===== src/logic/vdnf_pkg.sv =====
package vdnf_pkg;
    // --------------------------------------------------------------
    // register byte offsets
    // --------------------------------------------------------------
    localparam logic [4:0] VDNF_OFS_CTRL = 5'h00;
    localparam logic [4:0] VDNF_OFS_STAT = 5'h04;
    localparam logic [4:0] VDNF_OFS_THR = 5'h08;
    localparam logic [4:0] VDNF_OFS_REQ1 = 5'h0C;
    localparam logic [4:0] VDNF_OFS_REQ2 = 5'h10;
    localparam logic [4:0] VDNF_OFS_WIDTH = 5'h14;
    localparam logic [4:0] VDNF_OFS_VALUES = 5'h18;
    // --------------------------------------------------------------
    // field positions
    // --------------------------------------------------------------
    localparam int VDNF_CTRL_F1 = 0;
    localparam int VDNF_CTRL_F2 = 1;
    localparam int VDNF_CTRL_FRAME = 2;
    localparam int VDNF_CTRL_REPEAT = 3;
    localparam int VDNF_CTRL_EN = 4;
    localparam int VDNF_CTRL_CMPIE = 5;
    localparam int VDNF_STAT_F1D = 0;
    localparam int VDNF_STAT_F2D = 1;
    localparam int VDNF_STAT_WHOLE_PICTURE_DONE = 2;
    localparam int VDNF_STAT_CMP = 3;
    localparam int VDNF_STAT_NA = 4;
    localparam int VDNF_STAT_CNT = 16;
    localparam int VDNF_VAL_BLANK = 8;
    // --------------------------------------------------------------
    // values after reset and codes
    // --------------------------------------------------------------
    localparam logic [5:0] VDNF_CTRL_RST = 6'h00;
    localparam logic [7:0] VDNF_DEFAULT_RST = 8'h10;
    localparam logic [7:0] VDNF_BLANK_RST = 8'h80;
    localparam logic [7:0] VDNF_EAV_CODE = 8'hFF;
    localparam logic [2:0] VDNF_LAST_BYTE = 3'h7;
    localparam logic [31:0] VDNF_ZERO_WORD = 32'h0000_0000;
    // select codes {repeat, frame, field two, field one}
    localparam logic [3:0] VDNF_SEL_NC_F1 = 4'h1;
    localparam logic [3:0] VDNF_SEL_NC_F2 = 4'h2;
    localparam logic [3:0] VDNF_SEL_NC_BOTH = 4'h3;
    localparam logic [3:0] VDNF_SEL_NC_FRAME = 4'h4;
    localparam logic [3:0] VDNF_SEL_NC_PROG = 4'h5;
    localparam logic [3:0] VDNF_SEL_SINGLE = 4'h7;
    localparam logic [3:0] VDNF_SEL_C_F1 = 4'h9;
    localparam logic [3:0] VDNF_SEL_C_F2 = 4'hA;
    localparam logic [3:0] VDNF_SEL_C_FRAME = 4'hC;
    localparam logic [3:0] VDNF_SEL_C_PROG = 4'hD;
endpackage : vdnf_pkg


===== src/logic/vdnf_line_unpack.sv =====
`timescale 1ns/10ps
`default_nettype none
module vdnf_line_unpack #(
    parameter int CW = 12
) (
    // clock and reset
    input wire logic clk,
    input wire logic rst,
    // raster timing
    input wire logic line_start,
    input wire logic byte_strobe,
    input wire logic in_window,
    input wire logic active_over,
    input wire logic show,
    // settings
    input wire logic [CW-1:0] image_window_width,
    input wire logic [7:0] default_value,
    input wire logic [7:0] blank_value,
    // fifo side
    input wire logic [63:0] fifo_data,
    output logic fifo_pop,
    // pixel side
    output logic [7:0] video_out,
    output logic [CW-1:0] image_pixel_counter
);
    import vdnf_pkg::*;

    logic [2:0] byte_idx;
    logic eav_sent;
    logic line_done;
    logic take;
    logic last_byte;

    // --------------------------------------------------------------
    // line position
    // --------------------------------------------------------------
    assign line_done = (image_pixel_counter == image_window_width);
    assign take = byte_strobe && in_window && !line_done;
    assign last_byte = (image_pixel_counter + CW'(1)) == image_window_width;

    // byte index restarts each line, so a line never shares a double word
    always_ff @(posedge clk or posedge rst) begin
        if (rst) begin
            byte_idx <= 3'h0;
            image_pixel_counter <= '0;
        end else if (line_start) begin
            byte_idx <= 3'h0;
            image_pixel_counter <= '0;
        end else if (take) begin
            image_pixel_counter <= image_pixel_counter + CW'(1);
            byte_idx <= (byte_idx == VDNF_LAST_BYTE || last_byte) ? 3'h0 : byte_idx + 3'h1;
        end
    end

    // pop on the eighth byte or at line end; the rest of the word is dropped
    always_ff @(posedge clk or posedge rst) begin
        if (rst) begin
            fifo_pop <= 1'b0;
        end else begin
            fifo_pop <= take && show && (byte_idx == VDNF_LAST_BYTE || last_byte);
        end
    end

    // --------------------------------------------------------------
    // output byte select
    // --------------------------------------------------------------
    always_ff @(posedge clk or posedge rst) begin
        if (rst) begin
            video_out <= VDNF_DEFAULT_RST;
            eav_sent <= 1'b0;
        end else if (line_start) begin
            eav_sent <= 1'b0;
        end else if (byte_strobe) begin
            if (take) begin
                video_out <= show ? fifo_data[{byte_idx, 3'b000} +: 8] : default_value;
            end else if (line_done && active_over) begin
                video_out <= eav_sent ? blank_value : VDNF_EAV_CODE;
                eav_sent <= 1'b1;
            end else begin
                video_out <= default_value;
            end
        end
    end
endmodule : vdnf_line_unpack
`default_nettype wire


===== src/logic/vdnf_display_ctrl.sv =====
`timescale 1ns/10ps
`default_nettype none
module vdnf_display_ctrl #(
    parameter int CW = 12,
    parameter int LW = 8
) (
    // clock and reset
    input wire logic clk,
    input wire logic rst,
    // avalon-mm slave
    input wire logic [4:0] address,
    input wire logic read,
    input wire logic write,
    input wire logic [31:0] writedata,
    input wire logic [3:0] byteenable,
    output logic [31:0] readdata,
    output logic waitrequest,
    // raster timing
    input wire logic field_start,
    input wire logic field_is_two,
    input wire logic field_end,
    input wire logic line_start,
    input wire logic byte_strobe,
    input wire logic in_window,
    input wire logic active_over,
    // display fifo
    input wire logic [LW-1:0] fifo_free,
    input wire logic [63:0] fifo_data,
    output logic fifo_pop,
    output logic luma_transfer_request,
    // pixel output
    output logic [7:0] video_out,
    // notification
    output logic display_complete_irq,
    output logic unacknowledged_complete_irq
);
    import vdnf_pkg::*;

    // --------------------------------------------------------------
    // elaboration checks
    // --------------------------------------------------------------
    if (CW < 1 || CW > 15) begin : g_bad_cw
        $error("count width must be 1 to 15");
    end
    if (LW < 1 || LW > 16) begin : g_bad_lw
        $error("fifo level width must be 1 to 16");
    end

    logic [5:0] display_control_reg;
    logic [LW-1:0] display_fifo_threshold;
    logic [CW-1:0] requests_per_field_one;
    logic [CW-1:0] requests_per_field_two;
    logic [CW-1:0] image_window_width;
    logic [7:0] default_value;
    logic [7:0] blank_value;
    logic [CW-1:0] display_request_countdown;
    logic [2:0] done;
    logic cmp_flag;
    logic na_flag;
    logic cur_two;
    logic armed;
    logic [3:0] sel;
    logic display_enable_bit;
    logic wr_go;
    logic rd_go;
    logic [31:0] be_mask;
    logic [31:0] wmask_data;
    logic [3:0] mode_start;
    logic [3:0] mode_cur;
    logic [2:0] set_done;
    logic [2:0] clr_done;
    logic clr_cmp;
    logic clr_na;
    logic na_event;
    logic req_go;
    logic [2:0] next_done;
    logic next_cmp;
    logic next_na;
    logic [31:0] next_readdata;

    assign sel = display_control_reg[VDNF_CTRL_REPEAT:VDNF_CTRL_F1];
    assign display_enable_bit = display_control_reg[VDNF_CTRL_EN];

    // --------------------------------------------------------------
    // mode decode: {shown, done mask frame/two/one} for one field
    // --------------------------------------------------------------
    function automatic logic [3:0] decode(input logic [3:0] s, input logic two);
        logic [3:0] r;
        r = 4'h0;
        case (s)
            VDNF_SEL_NC_F1, VDNF_SEL_C_F1: r = two ? 4'h0 : 4'h9;
            VDNF_SEL_NC_F2, VDNF_SEL_C_F2: r = two ? 4'hA : 4'h0;
            VDNF_SEL_NC_BOTH: r = two ? 4'hA : 4'h9;
            VDNF_SEL_NC_FRAME, VDNF_SEL_SINGLE, VDNF_SEL_C_FRAME: r = two ? 4'hC : 4'h8;
            VDNF_SEL_NC_PROG, VDNF_SEL_C_PROG: r = two ? 4'h0 : 4'hC;
            default: r = 4'h0;
        endcase
        return r;
    endfunction : decode

    assign mode_start = decode(sel, field_is_two);
    assign mode_cur = decode(sel, cur_two);

    // --------------------------------------------------------------
    // bus handshake: one wait cycle, then answer
    // --------------------------------------------------------------
    assign wr_go = write && !waitrequest;
    assign rd_go = read && waitrequest;

    // expand byte enables to a bit mask
    for (genvar b = 0; b < 4; b++) begin : g_be
        assign be_mask[8*b +: 8] = {8{byteenable[b]}};
    end
    assign wmask_data = writedata & be_mask;

    // waitrequest drops for exactly the cycle after a request is seen
    always_ff @(posedge clk or posedge rst) begin
        if (rst) begin
            waitrequest <= 1'b1;
        end else begin
            waitrequest <= !((read || write) && waitrequest);
        end
    end

    // read data mux, unmapped offsets read as zero
    always_comb begin
        next_readdata = VDNF_ZERO_WORD;
        case (address)
            VDNF_OFS_CTRL: next_readdata = {26'h0, display_control_reg};
            VDNF_OFS_STAT: next_readdata = {1'b0, 15'(display_request_countdown), 11'h0,
                                            na_flag, cmp_flag, done};
            VDNF_OFS_THR: next_readdata = 32'(display_fifo_threshold);
            VDNF_OFS_REQ1: next_readdata = 32'(requests_per_field_one);
            VDNF_OFS_REQ2: next_readdata = 32'(requests_per_field_two);
            VDNF_OFS_WIDTH: next_readdata = 32'(image_window_width);
            VDNF_OFS_VALUES: next_readdata = {16'h0, blank_value, default_value};
            default: next_readdata = VDNF_ZERO_WORD;
        endcase
    end

    always_ff @(posedge clk or posedge rst) begin
        if (rst) begin
            readdata <= VDNF_ZERO_WORD;
        end else if (rd_go) begin
            readdata <= next_readdata;
        end
    end

    // --------------------------------------------------------------
    // software-written settings
    // --------------------------------------------------------------
    always_ff @(posedge clk or posedge rst) begin
        if (rst) begin
            display_control_reg <= VDNF_CTRL_RST;
            display_fifo_threshold <= '0;
            requests_per_field_one <= '0;
            requests_per_field_two <= '0;
            image_window_width <= '0;
            default_value <= VDNF_DEFAULT_RST;
            blank_value <= VDNF_BLANK_RST;
        end else if (wr_go) begin
            case (address)
                VDNF_OFS_CTRL: display_control_reg <= (display_control_reg & ~be_mask[5:0]) | wmask_data[5:0];
                VDNF_OFS_THR: display_fifo_threshold <=
                    (display_fifo_threshold & ~be_mask[LW-1:0]) | wmask_data[LW-1:0];
                VDNF_OFS_REQ1: requests_per_field_one <=
                    (requests_per_field_one & ~be_mask[CW-1:0]) | wmask_data[CW-1:0];
                VDNF_OFS_REQ2: requests_per_field_two <=
                    (requests_per_field_two & ~be_mask[CW-1:0]) | wmask_data[CW-1:0];
                VDNF_OFS_WIDTH: image_window_width <=
                    (image_window_width & ~be_mask[CW-1:0]) | wmask_data[CW-1:0];
                VDNF_OFS_VALUES: begin
                    if (byteenable[0]) begin
                        default_value <= writedata[7:0];
                    end
                    if (byteenable[1]) begin
                        blank_value <= writedata[VDNF_VAL_BLANK +: 8];
                    end
                end
                default: ;
            endcase
        end
    end

    // --------------------------------------------------------------
    // done flags and notification
    // --------------------------------------------------------------
    // current field tracked from the timing strobes
    always_ff @(posedge clk or posedge rst) begin
        if (rst) begin
            cur_two <= 1'b0;
        end else if (field_start) begin
            cur_two <= field_is_two;
        end
    end

    always_comb begin
        clr_done = 3'h0;
        clr_cmp = 1'b0;
        clr_na = 1'b0;
        if (wr_go && address == VDNF_OFS_STAT && byteenable[0]) begin
            clr_done = writedata[VDNF_STAT_WHOLE_PICTURE_DONE:VDNF_STAT_F1D];
            clr_cmp = writedata[VDNF_STAT_CMP];
            clr_na = writedata[VDNF_STAT_NA];
        end
    end

    assign set_done = (field_end && display_enable_bit) ? mode_cur[2:0] : 3'h0;

    // unacknowledged only in noncontinuous modes, checked per mode style
    always_comb begin
        na_event = 1'b0;
        if (display_enable_bit && !sel[VDNF_CTRL_REPEAT]) begin
            if (field_start && !sel[VDNF_CTRL_FRAME] && |(mode_start[2:0] & done)) begin
                na_event = 1'b1;
            end
            if (field_start && sel == VDNF_SEL_SINGLE && !field_is_two && done[VDNF_STAT_WHOLE_PICTURE_DONE]) begin
                na_event = 1'b1;
            end
            if (field_end && (sel == VDNF_SEL_NC_FRAME || sel == VDNF_SEL_NC_PROG) && |(mode_cur[2:0] & done)) begin
                na_event = 1'b1;
            end
        end
    end

    // a set in the clearing cycle wins
    assign next_done = (done & ~clr_done) | set_done;
    assign next_cmp = (cmp_flag & ~clr_cmp) | (|set_done);
    assign next_na = (na_flag & ~clr_na) | na_event;

    always_ff @(posedge clk or posedge rst) begin
        if (rst) begin
            done <= 3'h0;
            cmp_flag <= 1'b0;
            na_flag <= 1'b0;
        end else begin
            done <= next_done;
            cmp_flag <= next_cmp;
            na_flag <= next_na;
        end
    end

    // interrupt outputs track the flags in the same edge
    always_ff @(posedge clk or posedge rst) begin
        if (rst) begin
            display_complete_irq <= 1'b0;
            unacknowledged_complete_irq <= 1'b0;
        end else begin
            display_complete_irq <= next_cmp && display_control_reg[VDNF_CTRL_CMPIE];
            unacknowledged_complete_irq <= next_na;
        end
    end

    // --------------------------------------------------------------
    // fill requests
    // --------------------------------------------------------------
    // one request per threshold crossing; a request while the level still
    // sits at threshold would overfill the fifo
    assign req_go = display_enable_bit && mode_cur[3] && armed && !field_start
                    && (display_request_countdown != '0) && (fifo_free >= display_fifo_threshold);

    always_ff @(posedge clk or posedge rst) begin
        if (rst) begin
            armed <= 1'b1;
        end else if (req_go) begin
            armed <= 1'b0;
        end else if (fifo_free < display_fifo_threshold) begin
            armed <= 1'b1;
        end
    end

    always_ff @(posedge clk or posedge rst) begin
        if (rst) begin
            display_request_countdown <= '0;
        end else if (field_start) begin
            display_request_countdown <= field_is_two ? requests_per_field_two : requests_per_field_one;
        end else if (req_go) begin
            display_request_countdown <= display_request_countdown - CW'(1);
        end
    end

    always_ff @(posedge clk or posedge rst) begin
        if (rst) begin
            luma_transfer_request <= 1'b0;
        end else begin
            luma_transfer_request <= req_go;
        end
    end

    // --------------------------------------------------------------
    // line unpacking
    // --------------------------------------------------------------
    vdnf_line_unpack #(
        .CW(CW)
    ) u_unpack (
        .clk(clk),
        .rst(rst),
        .line_start(line_start),
        .byte_strobe(byte_strobe),
        .in_window(in_window),
        .active_over(active_over),
        .show(display_enable_bit && mode_cur[3]),
        .image_window_width(image_window_width),
        .default_value(default_value),
        .blank_value(blank_value),
        .fifo_data(fifo_data),
        .fifo_pop(fifo_pop),
        .video_out(video_out),
        .image_pixel_counter()
    );
endmodule : vdnf_display_ctrl
`default_nettype wire


===== config.mk =====
export PLATFORM = sky130hd
export DESIGN_NAME = vdnf_display_ctrl
export DESIGN_NICKNAME = d
export VERILOG_FILES = /design/src/logic/vdnf_pkg.sv /design/src/logic/vdnf_line_unpack.sv /design/src/logic/vdnf_display_ctrl.sv
export SDC_FILE = /design/constraint.sdc
export NUM_CORES = 1
export LEC_CHECK = 0
export BUFFER_PORTS_ARGS = -buffer_cell sky130_fd_sc_hd__clkbuf_2
export CAP_MARGIN = 0
export CORE_ASPECT_RATIO = 1.2
export CORE_MARGIN = 2
export CORE_UTILIZATION = 25
export DETAILED_ROUTE_END_ITERATION = 12
export HOLD_SLACK_MARGIN = 0.08
export SETUP_SLACK_MARGIN = 0.2
export SYNTH_ARGS = -nofsm -noshare
export SYNTH_HDL_FRONTEND = slang
export SYNTH_SLANG_ARGS = --single-unit

===== constraint.sdc =====
create_clock -name clk -period 8 [get_ports clk]
set_clock_uncertainty 0.2 [all_clocks]
set_input_delay 1.6 -clock clk [delete_from_list [all_inputs] [get_ports clk]]
set_output_delay 1.6 -clock clk [all_outputs]
set_load 0.03 [all_outputs]

==> flow_summary.toml, run 1 <==
[outcome]
status = "finished, final reports clean"

[power_and_ir_drop]
total_power_mw = 1.89
seqPwrFrac_pct = 43.8
p_sw_mw = 0.536
p_comb_share_pct = 14.9
power.internal_mw = 1.35
power.density_nw_per_um2 = 204
clockPowerShare_pct = 41.4
p_sw_share_pct = 28.4
power_leakage_nw = 4.19
irDropWorstVdd_uv = 134

[routing]
routed_wl_mm = 21.7
drtIter0Drc = 459
drc = 0
viasPerCell = 4.92
antenna_left = 0
routedWlPerCell_um = 17.5
via_count = 6094
drt_first_pass_iters = 7

[cts]
cts_max_path_buffers = 2
cts_tree = "done"
cts_buffers = 17
path_clk_slew_ps = 60
clockRootBuffer = "clkbuf_16"
postCtsResizedCells = 0
cts_setup_buffers = 0
htree_levels = 4
postCtsHoldBufs = 0
cts.sinks = 141
clk_latency_ps = 430

[synth]
synth_ff_type = "dfrtp_1"
ys_ff_latch = 141
synth-edff-count = 0
synth_top_area_share_pct = 44.4
synthesis.area_um2 = 7660
ys.warnings.count = 0
synth_top_area_cell = "dfrtp_1"
synth_area_per_cell_um2 = 10.9
yosysMostFrequentCell = "dfrtp_1"
seq_area_frac_synth_pct = 46.2
synthCells = 705
async_flop_share_pct = 100
synthTopCellsByCount = "dfrtp_1 (136), nand2_1 (74), mux2_2 (69)"
synthTopCellsByArea = "dfrtp_1 (44%), mux2_2 (10%), mux4_2 (4.7%)"
synth.distinct_cells = 65

[floorplan]
die_w_um = 164
ios = 169
num_rows = 70
start_util_pct = 25.3
dieArea_um2 = 32100
coreArea_um2 = 30300
die_h_um = 196

[final_layout]
stdcell_count = 1239
nNetsFinal = 965
final_util_pct = 30.6
fillers = 3171
syn2layout_area_growth_pct = 21.3
final_cell_area_um2 = 9290
drive_above_1_share_pct = 34.0

[timing]
period_share_pct = 45.5
holdWs_ps = 264
fin_tns_setup_ps = 0
hold_viol = 0
max_freq_mhz = 275
tightestPinTransition_ps = 995
finalWorstSetupSlack_ps = 4360
max_slew_margin_pct = 33.7
grt_setup_unrepaired = "false"
setup_viol = 0
maxSlewViolCount = 0
period_needed_ps = 3640

[hold_path]
hold_path_depth = 2
hp-class = "reg -> reg"
hold-path-endpoint = "readdata[14]"
min_from = "readdata[14]"

[placed_design]
gp_congestion = 0.837
hpwl_mm = 16.4
dpl_cell_area_um2 = 8700
dp_cells = 1206
io_buffers = 146
preCtsSetupSlack_ps = 3900

[worst_setup_path]
worstPathArrival_ps = 3770
r2r-end = "u_unpack.byte_idx[1]"
worst_path_max_delay_cell = "o311ai_4"
r2r_slack_ps = 5080
crit_path_max_incr_delay_ps = 740
rr_startpoint = "u_unpack.image_pixel_counter[0]"
crit_path_start_kind = "input port"
path_class = "in -> reg"
end_kind = "flip-flop"
crit_fanout = 23
crit_path_cell_trace = "clkbuf_2 -> ha_1 -> and4b_1 -> a211oi_1 -> nor2_1 -> o311ai_4 -> mux2_2 -> o221ai_1"
worstPathRequired_ps = 8130
r2r_cells = 7

[global_routing]
antenna_found_initial = 1
grt_max_degree = 79
grt_pass1_wl_mm = 34.0
grt_overflow = 0
grt_pass1_vias = 6030
grt.total_usage_pct = 13.8

[run]
maxCapViolations = 0
power groups by stage:
| stage | registers, mW | logic (mW) | clock network (mW) |
|---|---|---|---|
| after detailed placement | 0.840 | 0.283 | 0 |
| after global routing | 0.835 | 0.309 | 0.829 |
| final | 0.827 | 0.281 | 0.782 |
| after global placement | 0.839 | 0.279 | 0 |
| after CTS | 0.828 | 0.284 | 0.798 |
| after floorplan | 0.830 | 0.189 | 0 |
metal layers:
layer | routed length [um] | GRT usage, % | part of all wire [%]
met1 | 8990 | 16.9 | 41
met2 | 11100 | 23.7 | 51
met3 | 1050 | 2.66 | 4.8
met4 | 541 | 5.23 | 2.5
met5 | 0 | 0 | 0
how the worst max path moves through the flow:
stage / depth (start not counted) / endpoint / startpoint / slack [ps]
floorplan: 1 / asynchronous set/reset pin / rst / 2430
global placement: 8 / display_request_countdown[2] / fifo_free[2] / 3910
detailed placement: 8 / display_request_countdown[2] / fifo_free[2] / 3900
CTS: 8 / display_request_countdown[2] / fifo_free[2] / 4340
global route: 8 / display_request_countdown[2] / fifo_free[2] / 4230
finish: 8 / display_request_countdown[2] / fifo_free[2] / 4360
critical path: cells and delay by family:
| family | cells | cell delay [ps] |
|---|---|---|
| AOI/OAI and AO/OA | 3 | 1030 |
| adders and majority gates | 1 | 310 |
| buffers and inverters | 1 | 80 |
| muxes | 1 | 410 |
| and+or+nand+nor | 2 | 330 |
layout by cell type (no fill, tap or decap), drive strengths merged, types with 5 or more instances in the layout:
cell type,netlist,final
dfrtp,136,136
o21ai,35,35
a31oi,19,19
a21o,9,9
a221oi,5,5
and3,6,6
o221a,8,8
and2,6,6
a222oi,7,7
nand2b,7,7
inv,19,20
a22oi,15,15
a21oi,9,9
nand2,74,74
clkinvlp,0,6
mux2i,17,17
nor2,34,34
dfstp,5,5
o31a,9,9
clkbuf,32,165
nand3b,5,5
or3,11,11
nand3,20,20
xnor2,22,22
nor2b,8,8
nand4,8,8
mux4,16,16
mux2,69,69
ha,12,12
xor2,5,5
nor3,9,9
nor4,5,5
final cells by class:
cell class / instances / area, um2 / area share, %
diodes: 1 / 2.50 / 0.0270
clock buffers: 19 / 433 / 4.66
clock inverters: 13 / 145 / 1.56
inverters: 19 / 76.3 / 0.822
multi-input cells: 501 / 3840 / 41.4
flip-flops and latches: 141 / 3530 / 38.1
well taps: 396 / 495 / 5.34
repair buffers: 149 / 753 / 8.11
logic make-up after synthesis:
logic type / Yosys count / share of synthesized area [%]
adder cells (fa/ha/maj): 12 / 1.96
flip-flops: 141 / 46.2
multiplexers: 102 / 17.1
other: 1 / 0.0490
XOR/XNOR: 27 / 3.09
AO/OA/AOI/OAI: 147 / 14.2
buffers and inverters: 66 / 3.77
AND/OR/NAND/NOR: 209 / 13.7
No activity file was read; power rests on OpenSTA's default activity.
==> inputs of run 2 (changes only) <==
clock period = 3.6 ns   (was 8 ns; I/O delays follow)
==> run 2 against run 1 <==
Compared with the run above: die area is the same; power grew 120%; register-to-register slack got worse by 4300 ps; sequential share of layout area decreased by 0.35 points; count of clock-buffer cells in the layout fell by 1; critical endpoint unchanged.
==> flow_summary.toml, run 2 (synthesis gave the netlist of run 1 again) <==
[placed_design]
hpwl_mm = 16.7
preCtsSetupSlack_ps = 360
gp_congestion = 0.860
dp_cells = 1214
io_buffers = 146

[final_layout]
final_util_pct = 30.9
final_common_cell = "clkbuf_2"
ff_latch_area_um2 = 3530
multi_input_area_um2 = 3840
nNetsFinal = 973
final_cell_mix = "clkbuf_2 (146), dfrtp_1 (136), nand2_1 (74)"
stdcell_count = 1245
fillers = 3157
n_antenna_cell = 0
drive_above_1_share_pct = 34.7
syn2layout_area_growth_pct = 22.4

[power_and_ir_drop]
p_sw_share_pct = 27.9
total_power_mw = 4.21
p_sw_mw = 1.18
power.internal_mw = 3.03
seqPwrFrac_pct = 43.7
p_comb_share_pct = 15.2
power.density_nw_per_um2 = 449
power_leakage_nw = 4.25
clockPowerShare_pct = 41.1
irDropWorstVdd_uv = 300

[cts]
postCtsHoldBufs = 0
cts.sinks = 141
clockRootBuffer = "clkbuf_16"
cts_buffers = 17
clk_latency_ps = 430
cts_max_path_buffers = 2
cts_setup_buffers = 0
htree_levels = 4
postCtsResizedCells = 0
cts_tree = "done"
path_clk_slew_ps = 60

[global_routing]
grt_max_degree = 56
grt_pass1_vias = 6150
grt_pass1_wl_mm = 34.3
grt.total_usage_pct = 14.0
antenna_found_initial = 1
grt_overflow = 0

[worst_setup_path]
r2r_cells = 8
cp_top_family = "compound AO/OA/AOI/OAI gates"
r2r_slack_ps = 730
path_class = "reg -> reg"
worstPathRequired_ps = 3740
crit_end = "display_request_countdown[2]"
crit_fanout = 23
worstPathArrival_ps = 3010
critical_path_depth = 8
end_kind = "flip-flop"
critPathBufInv = 1
crit_path_start_kind = "flip-flop"
crit_path_max_incr_delay_ps = 770
r2r-end = "display_request_countdown[2]"
crit_path_cell_trace = "inv_1 -> ha_1 -> and4b_1 -> a211oi_1 -> nor2_1 -> o311ai_4 -> mux2_2 -> o221ai_1"
worst_path_max_delay_cell = "o311ai_4"

[hold_path]
hp-class = "in -> async"

[routing]
routedWlPerCell_um = 17.5
antenna_left = 0
via_count = 6084
drtIter0Drc = 350
routed_wl_mm = 21.8
viasPerCell = 4.89
drc = 0
drt_first_pass_iters = 8

[floorplan]
coreArea_um2 = 30300
start_util_pct = 25.3
ios = 169
dieArea_um2 = 32100
die_w_um = 164
num_rows = 70
die_h_um = 196

[timing]
max_freq_mhz = 349
hold_viol = 0
maxSlewViolCount = 0
max_slew_margin_pct = 28.3
tightestPinTransition_ps = 1070
finalWorstSetupSlack_ps = 732
fin_tns_setup_ps = 0
setup_viol = 0
period_share_pct = 79.7
period_needed_ps = 2870
grt_setup_unrepaired = "false"

[outcome]
status = "finished, final reports clean"

[run]
maxCapViolations = 0
==> run 2: layout make-up <==
cell class,instances,share of cell area (%)
clock inverters,13,1.54
repair buffers,157,8.95
multi-input cells,501,41.0
clock buffers,18,4.69
inverters,19,0.801
well taps,396,5.29
flip-flops and latches,141,37.7
==> run 2: power groups by stage <==
stage	logic, mW	clock network [mW]	registers [mW]
floorplan	0.421	0	1.84
global placement	0.633	0	1.86
detailed placement	0.645	0	1.87
CTS	0.647	1.77	1.84
global route	0.706	1.84	1.86
finish	0.639	1.73	1.84
==> run 2: worst min-delay path by stage <==
stage,startpoint,to,slack [ps]
after floorplan,cmp_flag,cmp_flag,260
after global placement,readdata[7],readdata[7],260
after detailed placement,readdata[2],readdata[2],270
after CTS,rst,readdata[12],260
after global routing,rst,readdata[12],300
final,rst,readdata[12],240
==> run 2: stage by stage <==
stage,cell area (um2),hold WS (ps)
finish,9370,238
global route,9370,300
CTS,9370,256
detailed placement,8790,267
global placement,8790,259
floorplan,7670,263
==> run 2: metal layers <==
| layer | wire length, um | vias to the layer above | share of wire, % | track usage (%) |
|---|---|---|---|---|
| li1 | - | 2889 | - | - |
| met1 | 9050 | 3017 | 41 | 17.0 |
| met2 | 11100 | 140 | 51 | 23.9 |
| met3 | 1120 | 36 | 5.1 | 3.53 |
| met4 | 518 | 2 | 2.4 | 4.97 |
| met5 | 13 | - | 0.060 | 0 |
